==> src/rtl/tmo_pkg.sv <==
// Shared constants for the timer one clock and control block
package tmo_pkg;
  // Register byte offsets
  localparam logic [7:0]  OFF_CTRL      = 8'h00;
  localparam logic [7:0]  OFF_CNT_LO    = 8'h04;
  localparam logic [7:0]  OFF_CNT_HI    = 8'h08;
  localparam logic [7:0]  OFF_IRQ_STAT  = 8'h0c;
  localparam logic [7:0]  OFF_IRQ_MASK  = 8'h10;
  localparam logic [7:0]  OFF_IRQ_CFG   = 8'h14;
  // Control register field positions
  localparam int          CS_HI         = 7;
  localparam int          CS_LO         = 6;
  localparam int          PS_HI         = 5;
  localparam int          PS_LO         = 4;
  localparam int          OSC_EN_BIT    = 3;
  localparam int          SYNC_DIS_BIT  = 2;
  localparam int          RUN_BIT       = 0;
  localparam logic [7:0]  CTRL_IMPL     = 8'hfd;
  // Values after reset
  localparam logic [7:0]  CTRL_RST      = 8'h00;
  localparam logic [15:0] CNT_RST       = 16'h0000;
  localparam logic [1:0]  IRQ_RST       = 2'h0;
  localparam logic [2:0]  PRE_RST       = 3'h0;
  localparam logic [2:0]  SYN_RST       = 3'h0;
  // Count clock source codes
  localparam logic [1:0]  SRC_INSN      = 2'h0;
  localparam logic [1:0]  SRC_SYS       = 2'h1;
  localparam logic [1:0]  SRC_PIN       = 2'h2;
  localparam logic [1:0]  SRC_CAP       = 2'h3;
  // Instruction clock is every fourth system clock
  localparam logic [1:0]  INSN_DIV_LAST = 2'h3;
  // External source lanes in the synchroniser
  localparam int          XS_CAP        = 0;
  localparam int          XS_PIN        = 1;
  localparam int          XS_XTAL       = 2;
  localparam int          XS_N          = 3;
  // Interrupt event bits and peripheral enable bit
  localparam int          EV_OVF        = 0;
  localparam int          EV_STOP       = 1;
  localparam int          PIE_BIT       = 0;
endpackage

==> src/rtl/tmo_tick_if.sv <==
// Tick signals passed between the timer core, synchroniser, prescaler
`timescale 1ns/100ps
interface tmo_tick_if;
  logic [2:0] src_edge;
  logic       bypass;
  logic       cnt_tick;
  logic [1:0] pre_sel;
  logic       pre_clr;
  logic       pre_tick;
  modport sync  (input bypass, output src_edge);
  modport presc (input cnt_tick, input pre_sel, input pre_clr,
                 output pre_tick);
  modport core  (input src_edge, input pre_tick, output bypass,
                 output cnt_tick, output pre_sel, output pre_clr);
endinterface

==> src/rtl/tmo_edge_sync.sv <==
// Two-stage synchroniser and rising edge detect for external sources
`timescale 1ns/100ps
module tmo_edge_sync
  import tmo_pkg::*;
(
  input  wire logic            core_clk,
  input  wire logic            sys_rst,
  input  wire logic [XS_N-1:0] raw_in,
  tmo_tick_if.sync             tk
);
  typedef struct packed {
    logic [XS_N-1:0] s1;
    logic [XS_N-1:0] s2;
    logic [XS_N-1:0] s3;
    logic [XS_N-1:0] s4;
  } tmo_sync_s;

  tmo_sync_s r_reg;
  tmo_sync_s r_next;

  // Shift chain; first stage only feeds the second
  always_comb begin
    r_next    = r_reg;
    r_next.s1 = raw_in;
    r_next.s2 = r_reg.s1;
    r_next.s3 = r_reg.s2;
    r_next.s4 = r_reg.s3;
    if (sys_rst) begin
      r_next = '{SYN_RST, SYN_RST, SYN_RST, SYN_RST};
    end
  end

  always_ff @(posedge core_clk) begin
    r_reg <= r_next;
  end

  // Per-lane edge; aligned stage unless bypassed
  genvar i;
  generate
    for (i = 0; i < XS_N; i++) begin : g_lane
      assign tk.src_edge[i] = tk.bypass ? (r_reg.s2[i] & ~r_reg.s3[i])
                                        : (r_reg.s3[i] & ~r_reg.s4[i]);
    end
  endgenerate
endmodule // tmo_edge_sync

==> src/rtl/tmo_prescaler.sv <==
// Count clock prescaler dividing ticks by 1, 2, 4 or 8
`timescale 1ns/100ps
module tmo_prescaler
  import tmo_pkg::*;
(
  input  wire logic core_clk,
  input  wire logic sys_rst,
  tmo_tick_if.presc tk
);
  typedef struct packed {
    logic [2:0] cnt;
  } tmo_pre_s;

  tmo_pre_s   r_reg;
  tmo_pre_s   r_next;
  logic [2:0] last;

  assign last        = 3'((4'h1 << tk.pre_sel) - 4'h1);
  assign tk.pre_tick = tk.cnt_tick & (r_reg.cnt == last);

  // Tick counter, restarts when cleared
  always_comb begin
    r_next = r_reg;
    if (tk.cnt_tick) begin
      r_next.cnt = tk.pre_tick ? PRE_RST : 3'(r_reg.cnt + 3'h1);
    end
    if (sys_rst || tk.pre_clr) begin
      r_next.cnt = PRE_RST;
    end
  end

  always_ff @(posedge core_clk) begin
    r_reg <= r_next;
  end
endmodule // tmo_prescaler

==> src/rtl/tmo_timer_core.sv <==
// Timer one count clock selection, control and APB register file
//
// Summary of operation
// - Selector 11 counts capacitive oscillator edges
// - Selector 10, crystal off: count pin rises
// - Selector 10, crystal on: count crystal
// - Selector 01 counts every system clock
// - Selector 00 counts system clock over four
// - Prescale divides by 1, 2, 4, 8
// - Crystal enable bit powers crystal oscillator
// - External source synchronised unless disable bit set
// - Internal sources ignore the synchronise-disable bit
// - Run bit counts; stop clears gate flip-flop
// - Control clears on power reset only
// - Count read/written as two bytes
// - Overflow interrupt needs its enable bit
// - Peripheral enable gates every interrupt
`timescale 1ns/100ps
module tmo_timer_core
  import tmo_pkg::*;
(
  input  wire logic        core_clk,
  input  wire logic        sys_rst,
  input  wire logic        other_rst,
  input  wire logic        psel,
  input  wire logic        penable,
  input  wire logic        pwrite,
  input  wire logic [7:0]  paddr,
  input  wire logic [31:0] pwdata,
  output logic      [31:0] prdata,
  output logic             pready,
  output logic             pslverr,
  input  wire logic        cap_sense_oscillator,
  input  wire logic        ext_count_input,
  input  wire logic        crystal_osc_pins,
  output logic             crystal_osc_enable,
  output logic             gate_ff_clear,
  output logic             irq
);
  typedef struct packed {
    logic [7:0]  ctrl;
    logic [15:0] cnt;
    logic [1:0]  stat;
    logic [1:0]  mask;
    logic        pie;
    logic [1:0]  div4;
    logic [31:0] rdata;
    logic        ready;
    logic        slverr;
    logic        irq;
    logic        osc_en;
    logic        gate_clr;
  } tmo_state_s;

  tmo_state_s  r_reg;
  tmo_state_s  r_next;
  tmo_tick_if  tk ();

  logic        setup;
  logic        wr;
  logic        run;
  logic [1:0]  cs;
  logic        osc;
  logic        wr_ctrl;
  logic        wr_lo;
  logic        wr_hi;
  logic        wr_stat;
  logic        wr_mask;
  logic        wr_cfg;
  logic        mapped;
  logic        inc;
  logic        wrap;
  logic        stop_ev;
  logic [1:0]  ev;
  logic [31:0] rd_mux;

  // External edges and prescaler
  tmo_edge_sync u_sync (
    .core_clk (core_clk),
    .sys_rst  (sys_rst),
    .raw_in   ({crystal_osc_pins, ext_count_input, cap_sense_oscillator}),
    .tk       (tk.sync)
  );

  tmo_prescaler u_presc (
    .core_clk (core_clk),
    .sys_rst  (sys_rst),
    .tk       (tk.presc)
  );

  // Bus phase decode
  assign setup   = psel & ~penable;
  assign wr      = psel & penable & r_reg.ready & pwrite;
  assign wr_ctrl = wr & (paddr == OFF_CTRL);
  assign wr_lo   = wr & (paddr == OFF_CNT_LO);
  assign wr_hi   = wr & (paddr == OFF_CNT_HI);
  assign wr_stat = wr & (paddr == OFF_IRQ_STAT);
  assign wr_mask = wr & (paddr == OFF_IRQ_MASK);
  assign wr_cfg  = wr & (paddr == OFF_IRQ_CFG);

  assign run = r_reg.ctrl[RUN_BIT];
  assign cs  = r_reg.ctrl[CS_HI:CS_LO];
  assign osc = r_reg.ctrl[OSC_EN_BIT];

  assign tk.bypass = cs[1] & r_reg.ctrl[SYNC_DIS_BIT];

  // Count clock source selection
  always_comb begin
    tk.cnt_tick = 1'b0;
    unique case (cs)
      SRC_INSN: tk.cnt_tick = (r_reg.div4 == INSN_DIV_LAST);
      SRC_SYS:  tk.cnt_tick = 1'b1;
      SRC_PIN:  tk.cnt_tick = osc ? tk.src_edge[XS_XTAL]
                                  : tk.src_edge[XS_PIN];
      SRC_CAP:  tk.cnt_tick = tk.src_edge[XS_CAP];
    endcase
  end

  assign tk.pre_sel = r_reg.ctrl[PS_HI:PS_LO];
  assign tk.pre_clr = ~run | wr_lo | wr_hi;

  assign inc     = run & tk.pre_tick;
  assign wrap    = inc & (r_reg.cnt == 16'hffff);
  assign stop_ev = wr_ctrl & run & ~pwdata[RUN_BIT];
  assign ev      = {stop_ev, wrap};

  // Read data for the addressed register
  always_comb begin
    rd_mux = 32'h0000_0000;
    mapped = 1'b1;
    unique case (paddr)
      OFF_CTRL:     rd_mux[7:0] = r_reg.ctrl & CTRL_IMPL;
      OFF_CNT_LO:   rd_mux[7:0] = r_reg.cnt[7:0];
      OFF_CNT_HI:   rd_mux[7:0] = r_reg.cnt[15:8];
      OFF_IRQ_STAT: rd_mux[1:0] = r_reg.stat;
      OFF_IRQ_MASK: rd_mux[1:0] = r_reg.mask;
      OFF_IRQ_CFG:  rd_mux[PIE_BIT] = r_reg.pie;
      default:      mapped = 1'b0;
    endcase
  end

  // Next state of the whole block
  always_comb begin
    r_next      = r_reg;
    r_next.div4 = 2'(r_reg.div4 + 2'h1);
    if (inc) begin
      r_next.cnt = 16'(r_reg.cnt + 16'h0001);
    end
    if (wr_lo) begin
      r_next.cnt[7:0] = pwdata[7:0];
    end
    if (wr_hi) begin
      r_next.cnt[15:8] = pwdata[7:0];
    end
    if (wr_ctrl) begin
      r_next.ctrl = pwdata[7:0] & CTRL_IMPL;
    end
    if (wr_mask) begin
      r_next.mask = pwdata[1:0];
    end
    if (wr_cfg) begin
      r_next.pie = pwdata[PIE_BIT];
    end
    // Sticky events, set beats clear
    r_next.stat = r_reg.stat;
    if (wr_stat) begin
      r_next.stat = r_reg.stat & ~pwdata[1:0];
    end
    r_next.stat   = r_next.stat | ev;
    // Registered zero-wait answer
    r_next.ready  = setup;
    r_next.slverr = setup & ~mapped;
    r_next.rdata  = setup ? rd_mux : 32'h0000_0000;
    // Control reset variants
    if (other_rst) begin
      r_next.stat  = IRQ_RST;
      r_next.mask  = IRQ_RST;
      r_next.pie   = 1'b0;
      r_next.div4  = 2'h0;
      r_next.ready = 1'b0;
      r_next.slverr = 1'b0;
      r_next.rdata = 32'h0000_0000;
    end
    if (sys_rst) begin
      r_next.ctrl  = CTRL_RST;
      r_next.cnt   = CNT_RST;
      r_next.stat  = IRQ_RST;
      r_next.mask  = IRQ_RST;
      r_next.pie   = 1'b0;
      r_next.div4  = 2'h0;
      r_next.ready = 1'b0;
      r_next.slverr = 1'b0;
      r_next.rdata = 32'h0000_0000;
    end
    r_next.irq      = (|(r_next.stat & r_next.mask)) & r_next.pie;
    r_next.osc_en   = r_next.ctrl[OSC_EN_BIT];
    r_next.gate_clr = ~r_next.ctrl[RUN_BIT];
  end

  always_ff @(posedge core_clk) begin
    r_reg <= r_next;
  end

  // Outputs straight from flops
  assign prdata             = r_reg.rdata;
  assign pready             = r_reg.ready;
  assign pslverr            = r_reg.slverr;
  assign irq                = r_reg.irq;
  assign crystal_osc_enable = r_reg.osc_en;
  assign gate_ff_clear      = r_reg.gate_clr;

  // Helper: no count writes and no other reset this cycle
  logic no_cnt_wr;
  assign no_cnt_wr = ~wr_lo & ~wr_hi & ~other_rst;
endmodule // tmo_timer_core

==> config.mk <==
export PLATFORM = sky130hd
export DESIGN_NAME = tmo_timer_core
export DESIGN_NICKNAME = d
export VERILOG_FILES = /design/src/rtl/tmo_pkg.sv /design/src/rtl/tmo_tick_if.sv /design/src/rtl/tmo_edge_sync.sv /design/src/rtl/tmo_prescaler.sv /design/src/rtl/tmo_timer_core.sv
export SDC_FILE = /design/constraint.sdc
export NUM_CORES = 1
export LEC_CHECK = 0
export BUFFER_PORTS_ARGS = -buffer_cell sky130_fd_sc_hd__buf_2
export CORE_MARGIN = 4
export CORE_UTILIZATION = 47
export CTS_CLUSTER_DIAMETER = 120
export DETAILED_ROUTE_END_ITERATION = 8
export PLACE_DENSITY_LB_ADDON = 0.05
export SYNTH_ARGS = -nofsm -noshare
export SYNTH_HDL_FRONTEND = slang
export SYNTH_SLANG_ARGS = --single-unit
==> constraint.sdc <==
create_clock -name core_clk -period 2.2 [get_ports core_clk]
set_input_delay 0.11 -clock core_clk [delete_from_list [all_inputs] [get_ports core_clk]]
set_output_delay 0.11 -clock core_clk [all_outputs]
set_load 0.01 [all_outputs]
# Yosys cells after proc, flatten, opt, wreduce, memory -nomap -nowiden
# Cells that the tools add are included.
totals:
  ff_bits: 82
  input_bits: 49
  out_inout_bits: 37
  elab_cells: 107
op_classes:
  addsub: 4
  eq_ne: 11
  n_shift: 1
  muxes: 20
  n_bitwise: 42
  reduce_logical: 9
op_table:
  columns: ["operator", "count"]
  rows:
  - ["$mux W61", 1]
  - ["$mux W41", 1]
  - ["$and A1 B1 Y1", 24]
  - ["$mux W8", 3]
  - ["$pmux W6 S3", 1]
  - ["$add A16 B1 Y16 const B", 1]
  - ["$eq A16 B16 Y1 const B", 1]
  - ["$eq A8 B4 Y1 const B", 2]
  - ["$eq A8 B5 Y1 const B", 2]
  - ["$mux W16", 1]
  - ["$not A1 Y1", 12]
  - ["$eq A8 B3 Y1 const B", 1]
  - ["$logic_not A8 Y1", 1]
  - ["$pmux W1 S4", 2]
  - ["$eq A2 B2 Y1 const B", 3]
  - ["$mux W1", 6]
  - ["$pmux W1 S6", 1]
  - ["$reduce_or A6 Y1", 1]
  - ["$and A2 B2 Y2", 2]
  - ["$mux W2", 2]
  - ["$mux W4", 1]
  - ["$reduce_bool A2 Y1", 2]
  - ["$reduce_or A2 Y1", 2]
  - ["$add A3 B1 Y3 const B", 1]
  - ["12 further kinds", 13]

# Depth between registers and ports, before layout
# Gate-level depths: netlist of the first run.
depth:
  ltp_word: 14
  mapped_depth: 9
  ltp_nobuf: 8

# Hierarchy
# A second synthesis of the first run with hierarchy kept.
hier_totals:
  hier_cells: 318
  hier_area_um2: 2921.6
modules_own_cells:
  columns: ["mod", "n_inst", "cells_per_inst", "area_per_inst_um2", "seq_area_each_um2"]
  rows:
  - ["tmo_timer_core", 1, 256, 2298.5, 840.8]
  - ["tmo_edge_sync", 1, 34, 376.6, 240.2]
  - ["tmo_prescaler", 1, 28, 246.5, 60.1]

# Least setup slack after synthesis of the first run
# OpenSTA, ideal clock, no wires.
synth_timing:
  path_kind: "reg2reg"
  startpoint: "register r_reg, in the netlist cs[1]"
  endpoint: "register r_reg[56] (netlist name)"
  setup_time_ns: 0.117
  t_arrival_ns: 1.938
  required_time_ns: 2.083
  setup_slack_ns: 0.146
  path_stages_with_launch: 10
  n_path_buf: 2
  synth_period_minus_slack_ns: 2.054
  cell_sequence: "dfxtp_1 -> clkbuf_1 -> and2_1 -> o311ai_0 -> o2111ai_1 -> a21oi_2 -> buf_4 -> nand4_1 -> xnor2_1 -> a22o_1"
synth_via:
  elab_chain_len: 7
  elab_cells_between_ends: 13
  classes_between: "eq/ne: 3; mux: 5; bitwise: 3; reduce/logical: 2"
synth_rtl:
  columns: ["item", "line_no", "source"]
  rows:
  - ["from (decl)", "tmo_timer_core.sv:55", "tmo_state_s r_reg;"]
  - ["from (signal assigned)", "tmo_timer_core.sv:201", "r_reg <= r_next;"]
  - ["$and A1 B1 Y1", "tmo_timer_core.sv:105", "assign tk.bypass = cs[1] & r_reg.ctrl[SYNC_DIS_BIT];"]
  - ["$mux W1", "tmo_edge_sync.sv:41", "assign tk.src_edge[i] = tk.bypass ? (r_reg.s2[i] & ~r_reg.s3[i])"]
  - ["$mux W1", "tmo_timer_core.sv:113", "SRC_PIN: tk.cnt_tick = osc ? tk.src_edge[XS_XTAL]"]
  - ["$pmux W1 S4 *", "tmo_timer_core.sv:110", "unique case (cs)"]
  - ["$and A1 B1 Y1 *", "tmo_prescaler.sv:19", "assign tk.pre_tick = tk.cnt_tick & (r_reg.cnt == last);"]
  - ["$and A1 B1 Y1 *", "tmo_timer_core.sv:122", "assign inc = run & tk.pre_tick;"]
  - ["$reduce_bool A2 Y1 (no source line) *", null, null]
# Mark *: on every way between the ends. The rest lies on a longest branch, timed or not.
# A chain may end at the register's enable or synchronous reset.

# Worst setup path after layout of the first run
layout_timing:
  startpoint: "register u_presc.r_reg[2] (netlist name)"
  endpoint: "register r_reg[54] (netlist name)"
layout_via:
  elab_chain_len: 4
layout_rtl:
  columns: ["item", "line_no", "source"]
  rows:
  - ["from (decl)", "tmo_prescaler.sv:14", "tmo_pre_s r_reg;"]
  - ["from (signal assigned)", "tmo_prescaler.sv:33", "r_reg <= r_next;"]
  - ["$eq A3 B3 Y1", "tmo_prescaler.sv:19", null]
  - ["$and A1 B1 Y1", "tmo_prescaler.sv:19", null]
  - ["$and A1 B1 Y1", "tmo_timer_core.sv:122", null]
  - ["$reduce_bool A2 Y1 (no source line)", null, null]
# No other way between the ends.

==> run_results.csv, run 1 <==
group,metric,value,unit
status,status,"complete, no violations",
global_route,first_global_vias,2209,
floorplan,initial_core_util,48.8,%
hold_path,min_path_type,"input pin to register",
critical_path,crit_fanout,7,
clock_network,clock-root-buffer,"clkbuf_8",
drt,drcViolationCount,0,
synth,synth_top_cell_area_share,39.2,%
drt,wirelength,6520,µm
sta,slew_viol_final,0,
critical_path,endpoint_kind,"register",
critical_path,critPathKind,"register to register",
floorplan,core_region_area,5960,µm²
global_route,grt.total_usage,18.6,%
synth,synth-main-ff-cell,"dfxtp_1",
synth,synthTopCellsByCount,"dfxtp_1 (57), buf_4 (34), nand2_1 (34)",
final_layout,synthToLayoutAreaGrowth,17.3,%
floorplan,die_x,86.7,µm
clock_network,clk_latency,0.32,ns
drt,route.antenna.remaining_nets,0,
final_layout,stdcell_count,446,
synth,synth_seq_cells,57,
drt,drt-vias-per-instance,5.13,
sta,fmax,0.478,GHz
placed_design,hpwlAfterDp,4700,µm
sta,setup_viol,0,
synth,yosysMostFrequentCell,"dfxtp_1",
sta,holdWs,0.0306,ns
synth,yosysUniqueCellTypes,56,
synth,ys_seq_area_share,39.2,%
sta,rsz0062_at_grt,"false",
sta,tightest_slew,0.631,ns
power,power_leakage,1.35,nW
synth,syn_area_per_cell,9.12,µm²
critical_path,cp.arrival,2.31,ns
final_layout,largest_reg_flops,27,
sta,post-route-min-period,2.09,ns
placed_design,io_buffers,37,
synth,synthCells,319,
clock_network,cts.sinks,57,
final_layout,diodes,0,
clock_network,clkSlewWorstSetupHoldPaths,0.06,ns
floorplan,dieHeight,86.7,µm
floorplan,rows,28,
final_layout,n_fill_cell,559,
drt,vias,2289,
sta,tns,0,ns
synth,synth-edff-count,0,
sta,finalCritPeriodShare,95.1,%
critical_path,crit_required,2.42,ns
clock_network,clk_path_buf_depth,2,
final_layout,drive_gt1_share,25.3,%
drt,drtIter0Drc,98,
clock_network,htree_levels,3,
synth,synthTopCellsByArea,"dfxtp_1 (39%), buf_4 (8.8%), mux2i_1 (4.5%)",
run,maxCapViolCount,0,
drt,dr.pass1.iters,5,
placed_design,place.gp.congestion,0.840,
synth,syn_area,2910,µm²
final_layout,nets,419,
clock_network,cts_made_buffers,9,
global_route,grt_pass1_wl,10700,µm
global_route,overflow,0,
clock_network,cts_tree,"built",
sta,relSlewSlack,58.0,%
sta,hold_viol_final,0,
sta,fin_skew,0.00675,ns
drt,wl_per_cell,14.6,µm
power,ir_worst_vdd,0.000472,V
floorplan,io_pins,86,
critical_path,worstSetupStartpointType,"register",
floorplan,die_area,7510,µm²
synth,ys_warn_count,0,
synth,ys_async_sr_fraction,0,%
global_route,grt_max_degree,27,
power,p_total,2.19,mW
power,powerDensity,643,nW/µm²
placed_design,place_inst,423,
global_route,antenna_found_initial,0,
synth,synth_top_area_cell,"dfxtp_1",
[layout by cell type, fill, tap and decap left out, drive strengths merged, types with 4 or more instances in the layout]
master,instances
buf,53
a22o,6
xor2,6
conb,24
a22oi,7
inv,5
nand4b,5
nand2,34
a21oi,13
dlygate4sd3,4
and4,4
o21ai,11
nand3,8
nor2b,12
nand4,9
and2,6
nand2b,4
and3,6
dfxtp,57
mux2i,13
clkbuf,14
nor2,21
xnor2,8
nor3,5
[area by class of cell]
cell class / count / area (µm²) / area share (%)
Sequential cell: 57 / 1140 / 33.5
Multi-Input combinational cell: 236 / 1560 / 45.7
Clock buffer: 13 / 179 / 5.25
Clock inverter: 2 / 35.0 / 1.03
Tap cell: 75 / 93.8 / 2.75
Timing Repair Buffer: 58 / 383 / 11.2
Inverter: 5 / 18.8 / 0.550
[through the flow]
| stage | utilization, % | cell area [µm²] | setup WS [ns] |
|---|---|---|---|
| after detailed placement | 51.3 | 3060 | 0.0861 |
| after CTS | 55.6 | 3310 | 0.0622 |
| after global placement | 51.3 | 3060 | 0.105 |
| after floorplan | - | 2990 | 0.146 |
| after global routing | 57.2 | 3410 | 0.0173 |
| final | 57.2 | 3410 | 0.108 |
[metal layers]
metal	vias up	part of all wire, %	GRT usage [%]
met5	-	0	0
met4	0	1.7	7.65
met3	11	4.6	3.52
met2	49	46	28.9
met1	1063	48	25.3
li1	1166	-	-
[report_power, final]
part	switching [mW]	internal [mW]
Clock	0.392	0.639
Sequential	0.00387	1.04
Combinational	0.0747	0.0389
[path summary, 6_finish.rpt]
check,end,depth (start not counted),startpoint,slack (ns)
setup / recovery,r_reg[54],8,u_presc.r_reg[2],0.11
hold / removal,r_reg[48],3,pwdata[4],0.03
setup reg to reg,r_reg[54],8,u_presc.r_reg[2],0.11
hold reg to reg,r_reg[37],1,r_reg[37],0.42
[repair_timing]
item,in CTS,in global routing
hold buffers,4,0
setup buffers,0,3
hold endpoints to repair,4,0
resized for setup,0,13
endpoints found under the setup margin,0,10
[cells by family after synthesis]
group	Yosys count	share of synthesized area, %
adders and majority gates	3	1.29
other	1	0.129
xor gates and xnor gates	14	4.22
AOI/OAI and AO/OA	52	12.3
and+or+nand+nor	127	25.3
DFF	57	39.2
buffers and inverters	49	11.9
muxes	16	5.64
[worst max-delay path, stage by stage, from the launching register on]
cell and delay [ns]:
dfxtp_2 0.34, or4_4 0.55, mux2i_4 0.18, o21ai_2 0.09
a21oi_4 0.19, clkbuf_16 0.18, nand4_1 0.11, xnor2_1 0.17
a22o_1 0.17
Power figures use the tool's default switching activity.
==> inputs of run 2 (changes only) <==
--- a/config.mk
+++ b/config.mk
@@ -10,6 +10,8 @@
 export CORE_UTILIZATION = 47
 export CTS_CLUSTER_DIAMETER = 120
 export DETAILED_ROUTE_END_ITERATION = 8
+export GPL_TIMING_DRIVEN = 0
+export MAX_ROUTING_LAYER = met4
 export PLACE_DENSITY_LB_ADDON = 0.05
 export SYNTH_ARGS = -nofsm -noshare
 export SYNTH_HDL_FRONTEND = slang
==> run_results.csv, run 2 (same netlist as run 1, synthesis figures left out) <==
group,metric,value,unit
floorplan,die_area,7510,µm²
sta,slew_viol_final,0,
placed_design,place.gp.congestion,0.843,
final_layout,layout_commonest_cell,"dfxtp_1",
clock_network,clock-root-buffer,"clkbuf_8",
global_route,grt.total_usage,19.8,%
sta,setup_viol,0,
floorplan,die_x,86.7,µm
sta,fmax,0.477,GHz
drt,drtIter0Drc,183,
drt,drt-vias-per-instance,5.14,
final_layout,n_fill_cell,560,
placed_design,place_inst,451,
power,clkPwrFrac,44.7,%
sta,fin_skew,0.00920,ns
final_layout,register_area,1140,µm²
drt,dr.pass1.iters,4,
critical_path,endpoint_kind,"register",
final_layout,drive_gt1_share,29.9,%
sta,tns,0,ns
global_route,overflow,0,
global_route,first_global_vias,2367,
power,intPower,1.69,mW
critical_path,crit_required,2.43,ns
drt,vias,2451,
final_layout,synthToLayoutAreaGrowth,23.9,%
hold_path,min_path_type,"input pin to register",
final_layout,nets,450,
clock_network,cts.sinks,57,
run,maxCapViolCount,0,
sta,relSlewSlack,50.1,%
power,p_sw,0.476,mW
clock_network,clkSlewWorstSetupHoldPaths,0.07,ns
clock_network,htree_levels,3,
floorplan,io_pins,86,
clock_network,cts_tree,"built",
drt,wl_per_cell,13.8,µm
floorplan,core_region_area,5960,µm²
clock_network,clk_latency,0.33,ns
global_route,antenna_found_initial,0,
power,comb_power_share,6.9,%
power,ir_worst_vdd,0.000363,V
floorplan,rows,28,
final_layout,stdcell_count,477,
clock_network,cts_made_buffers,9,
placed_design,hpwlAfterDp,4880,µm
sta,hold_viol_final,0,
power,power_leakage,1.49,nW
clock_network,clk_path_buf_depth,2,
sta,tightest_slew,0.743,ns
final_layout,layout_common_cells,"dfxtp_1 (55), buf_4 (41), buf_2 (35), nand2_1 (34), conb_1 (24)",
status,status,"complete, no violations",
power,seqPwrFrac,48.4,%
floorplan,initial_core_util,48.8,%
power,netSwitchingFraction,22.0,%
global_route,grt_pass1_wl,11200,µm
sta,finalCritPeriodShare,95.3,%
floorplan,dieHeight,86.7,µm
final_layout,diodes,0,
critical_path,critPathKind,"register to register",
drt,route.antenna.remaining_nets,0,
drt,wirelength,6570,µm
final_layout,multi_input_area,1550,µm²
power,powerDensity,600,nW/µm²
critical_path,worstSetupStartpointType,"register",
final_layout,largest_reg_flops,27,
critical_path,cp.arrival,2.33,ns
critical_path,crit_fanout,8,
drt,drcViolationCount,0,
placed_design,io_buffers,34,
sta,post-route-min-period,2.10,ns
global_route,grt_max_degree,11,
run 2: cell count changes in the layout (fill, tap and decap cells not counted), moves of 2 or more:
cell / before / now
buf_4: 15 / 41
clkbuf_1: 0 / 6
buf_2: 37 / 35
buf_6: 0 / 2
run 2: final timing paths:
path,startpoint,end,slack [ns],cells past startpoint
hold / removal,pwdata[3],r_reg[47],0.02,3
setup / recovery,u_presc.r_reg[2],r_reg[54],0.10,8
hold reg to reg,r_reg[37],r_reg[37],0.43,1
setup reg to reg,u_presc.r_reg[2],r_reg[54],0.10,8
run 2: what timing repair did:
action | 4_1_cts | 5_1_grt
setup buffers | 7 | 1
endpoints found under the setup margin | 16 | 17
gates resized for setup | 4 | 11
pin swaps | 2 | 2
hold buffers | 4 | 0
hold endpoints to repair | 4 | 0
run 2: routing by layer:
metal	routed length (µm)	GRT usage, %
met3	410	3.90
met4	112	8.22
met5	0	-
met2	3040	30.1
met1	3000	25.7
run 2: cell type report:
| type | count | share of cell area (%) |
|---|---|---|
| multi-input cells | 236 | 43.1 |
| flip-flops and latches | 57 | 31.7 |
| well taps | 75 | 2.60 |
| clock inverters | 3 | 1.11 |
| inverters | 5 | 0.521 |
| repair buffers | 46 | 7.50 |
| plain buffers | 43 | 9.10 |
| clock buffers | 12 | 4.31 |
run 2: stage by stage:
step                      util [%]  area [µm²]  hold WS (ns)  power [mW]  worst slack (ns)
after floorplan                  -        2990         0.205        1.17             0.146
after global placement        54.7        3260         0.325        1.21            -0.222
after global routing          60.5        3600        0.0416        2.24           -0.0218
after detailed placement      54.7        3260         0.324        1.21            -0.244
final                         60.5        3600        0.0182        2.16             0.104
after CTS                     59.7        3560        0.0149        2.17           0.00636
run 2: power by group through the flow:
stage                     combinational, mW  sequential [mW]  clock (mW)
final                                 0.149             1.05       0.966
after global routing                  0.167             1.05        1.03
after CTS                             0.146             1.05       0.982
after detailed placement              0.140             1.07           0
after global placement                0.139             1.07           0
after floorplan                      0.0980             1.07           0
run 2: worst max-delay path: stages, from the launching register on:
cell and delay, ns:
dfxtp_2 0.33, or4_1 0.53, mux2i_2 0.22, o21ai_2 0.10, a21oi_4 0.19, buf_6 0.16, nand4_1 0.12, xnor2_1 0.18
a22o_1 0.17
==> inputs of run 3 (changes only) <==
--- a/config.mk
+++ b/config.mk
@@ -5,7 +5,7 @@
 export SDC_FILE = /design/constraint.sdc
 export NUM_CORES = 1
 export LEC_CHECK = 0
-export BUFFER_PORTS_ARGS = -buffer_cell sky130_fd_sc_hd__buf_2
+export BUFFER_PORTS_ARGS = -buffer_cell sky130_fd_sc_hd__clkbuf_2
 export CORE_MARGIN = 4
 export CORE_UTILIZATION = 47
 export CTS_CLUSTER_DIAMETER = 120
==> constraint.sdc (replaced) <==
create_clock -name core_clk -period 2.2 [get_ports core_clk]
set_input_delay 0.66 -clock core_clk [delete_from_list [all_inputs] [get_ports core_clk]]
set_output_delay 0.66 -clock core_clk [all_outputs]
set_load 0.01 [all_outputs]
==> run_results.csv, run 3 (same netlist as run 1, synthesis figures left out) <==
group,metric,value,unit
drt,route.antenna.remaining_nets,0,
sta,hold_viol_final,0,
floorplan,io_pins,86,
critical_path,crit_required,2.42,ns
power,comb_power_share,7.0,%
final_layout,layout_commonest_cell,"dfxtp_1",
critical_path,worstPathCellList,"clkbuf_2 -> or3_4 -> or3_4 -> nor4b_4 -> a21oi_2 -> buf_6 -> a32oi_2 -> nand2_1",
final_layout,largest_reg_flops,27,
final_layout,multi_input_area,1600,µm²
power,netSwitchingFraction,23.0,%
critical_path,cpPeakStageDelay,0.38,ns
global_route,antenna_found_initial,0,
drt,drcViolationCount,0,
floorplan,dieHeight,86.7,µm
sta,fmax,0.467,GHz
final_layout,drive_gt1_share,33.3,%
critical_path,critPathKind,"input pin to register",
sta,tightest_slew,0.527,ns
sta,holdWs,0.429,ns
final_layout,layout_common_cells,"dfxtp_1 (55), buf_4 (48), nand2_1 (34), clkbuf_2 (34), conb_1 (24)",
placed_design,io_buffers,34,
final_layout,synthToLayoutAreaGrowth,26.6,%
hold_path,min_path_type,"register to register",
final_layout,nets,456,
drt,wl_per_cell,13.7,µm
clock_network,cts_hold_repair.buffers,0,
critical_path,path_buf_inv,2,
global_route,first_global_vias,2368,
drt,drtIter0Drc,167,
critical_path,crit_slowest_cell,"or3_4",
sta,rsz0062_at_grt,"true",
floorplan,core_region_area,5960,µm²
status,status,"complete, no violations",
global_route,grt.total_usage,19.5,%
power,intPower,1.66,mW
sta,setup_viol,0,
global_route,overflow,0,
clock_network,cts_made_buffers,9,
critical_path,crit_fanout,5,
clock_network,clk_latency,0.33,ns
final_layout,diodes,0,
global_route,grt_pass1_wl,11100,µm
drt,dr.pass1.iters,5,
clock_network,cts.sinks,57,
final_layout,n_fill_cell,557,
power,clkPwrFrac,44.4,%
power,power_leakage,1.53,nW
final_layout,stdcell_count,484,
placed_design,place_inst,451,
sta,fin_skew,0.0121,ns
clock_network,htree_levels,3,
floorplan,die_area,7510,µm²
sta,finalCritPeriodShare,97.4,%
placed_design,place.gp.congestion,0.837,
final_layout,register_area,1140,µm²
global_route,grt_max_degree,11,
floorplan,rows,28,
floorplan,die_x,86.7,µm
sta,relSlewSlack,64.9,%
critical_path,worstSetupStartpointType,"input pin",
drt,drt-vias-per-instance,5.12,
power,ir_worst_vdd,0.000460,V
power,powerDensity,585,nW/µm²
critical_path,cp_top_family,"simple AND/OR/NAND/NOR gates",
clock_network,clkSlewWorstSetupHoldPaths,0.06,ns
drt,wirelength,6620,µm
sta,slew_viol_final,0,
drt,vias,2477,
critical_path,cp.arrival,2.36,ns
clock_network,cts_tree,"built",
placed_design,hpwlAfterDp,4780,µm
sta,post-route-min-period,2.14,ns
clock_network,clk_path_buf_depth,2,
floorplan,initial_core_util,48.8,%
critical_path,crit_top_cell,"or3_4",
critical_path,endpoint_kind,"register",
clock_network,clock-root-buffer,"clkbuf_8",
run,maxCapViolCount,0,
power,p_sw,0.495,mW
power,seqPwrFrac,48.5,%
-- run 3: final timing paths --
check	end	slack, ns	from	cells past startpoint
min	r_reg[37]	0.43	r_reg[37]	1
max	r_reg[53]	0.06	paddr[5]	8
max reg2reg	r_reg[52]	0.10	u_presc.r_reg[2]	8
min reg2reg	r_reg[37]	0.43	r_reg[37]	1
-- run 3: layout make-up --
cell class | count | area share [%]
timing repair buffer | 52 | 8.26
buffer | 43 | 8.91
clock inverter | 5 | 1.50
tap | 75 | 2.55
sequential | 57 | 31.1
clock buffer | 11 | 3.84
inverter | 5 | 0.510
multi-input combinational | 236 | 43.4
-- run 3: power groups by stage --
stage / logic [mW] / clock network [mW] / registers (mW)
2_1_floorplan: 0.0982 / 0 / 1.07
3_3_place_gp: 0.139 / 0 / 1.07
3_5_place_dp: 0.139 / 0 / 1.07
4_1_cts: 0.144 / 0.975 / 1.05
5_1_grt: 0.167 / 1.04 / 1.05
6_report: 0.151 / 0.958 / 1.05
-- run 3: worst reg2reg max path, delay by kind of cell (launching register included) --
family | cells | cell delay [ns]
xor gates and xnor gates | 1 | 0.17
AOI/OAI and AO/OA | 3 | 0.49
DFF | 1 | 0.34
muxes | 1 | 0.16
and+or+nand+nor | 2 | 0.67
buffers and inverters | 1 | 0.16
-- run 3: timing repair --
action,in CTS,in global routing
resized for setup,4,18
cloned,1,1
buffers inserted,10,6
endpoints found under the setup margin,36,30
pin swaps,8,7
-- run 3: stage by stage --
stage / setup WS [ns] / setup TNS [ns] / util (%) / area (µm²) / power, mW
after floorplan: -0.276 / -4.37 / - / 3000 / 1.17
after global routing: -0.0532 / -0.0900 / 61.8 / 3680 / 2.25
after global placement: -0.682 / -17.15 / 54.7 / 3260 / 1.21
final: 0.0570 / 0 / 61.8 / 3680 / 2.15
after CTS: -0.0438 / -0.135 / 59.6 / 3550 / 2.17
after detailed placement: -0.688 / -17.68 / 54.7 / 3260 / 1.21
-- run 3: per-layer routing --
layer  track usage, %  up-vias  routed length [µm]
met2             29.1       84                3050
met4             8.22        0                  96
met1             25.8     1128                2950
li1                 -     1255                   -
met3             3.71       10                 526
met5                -        -                   0
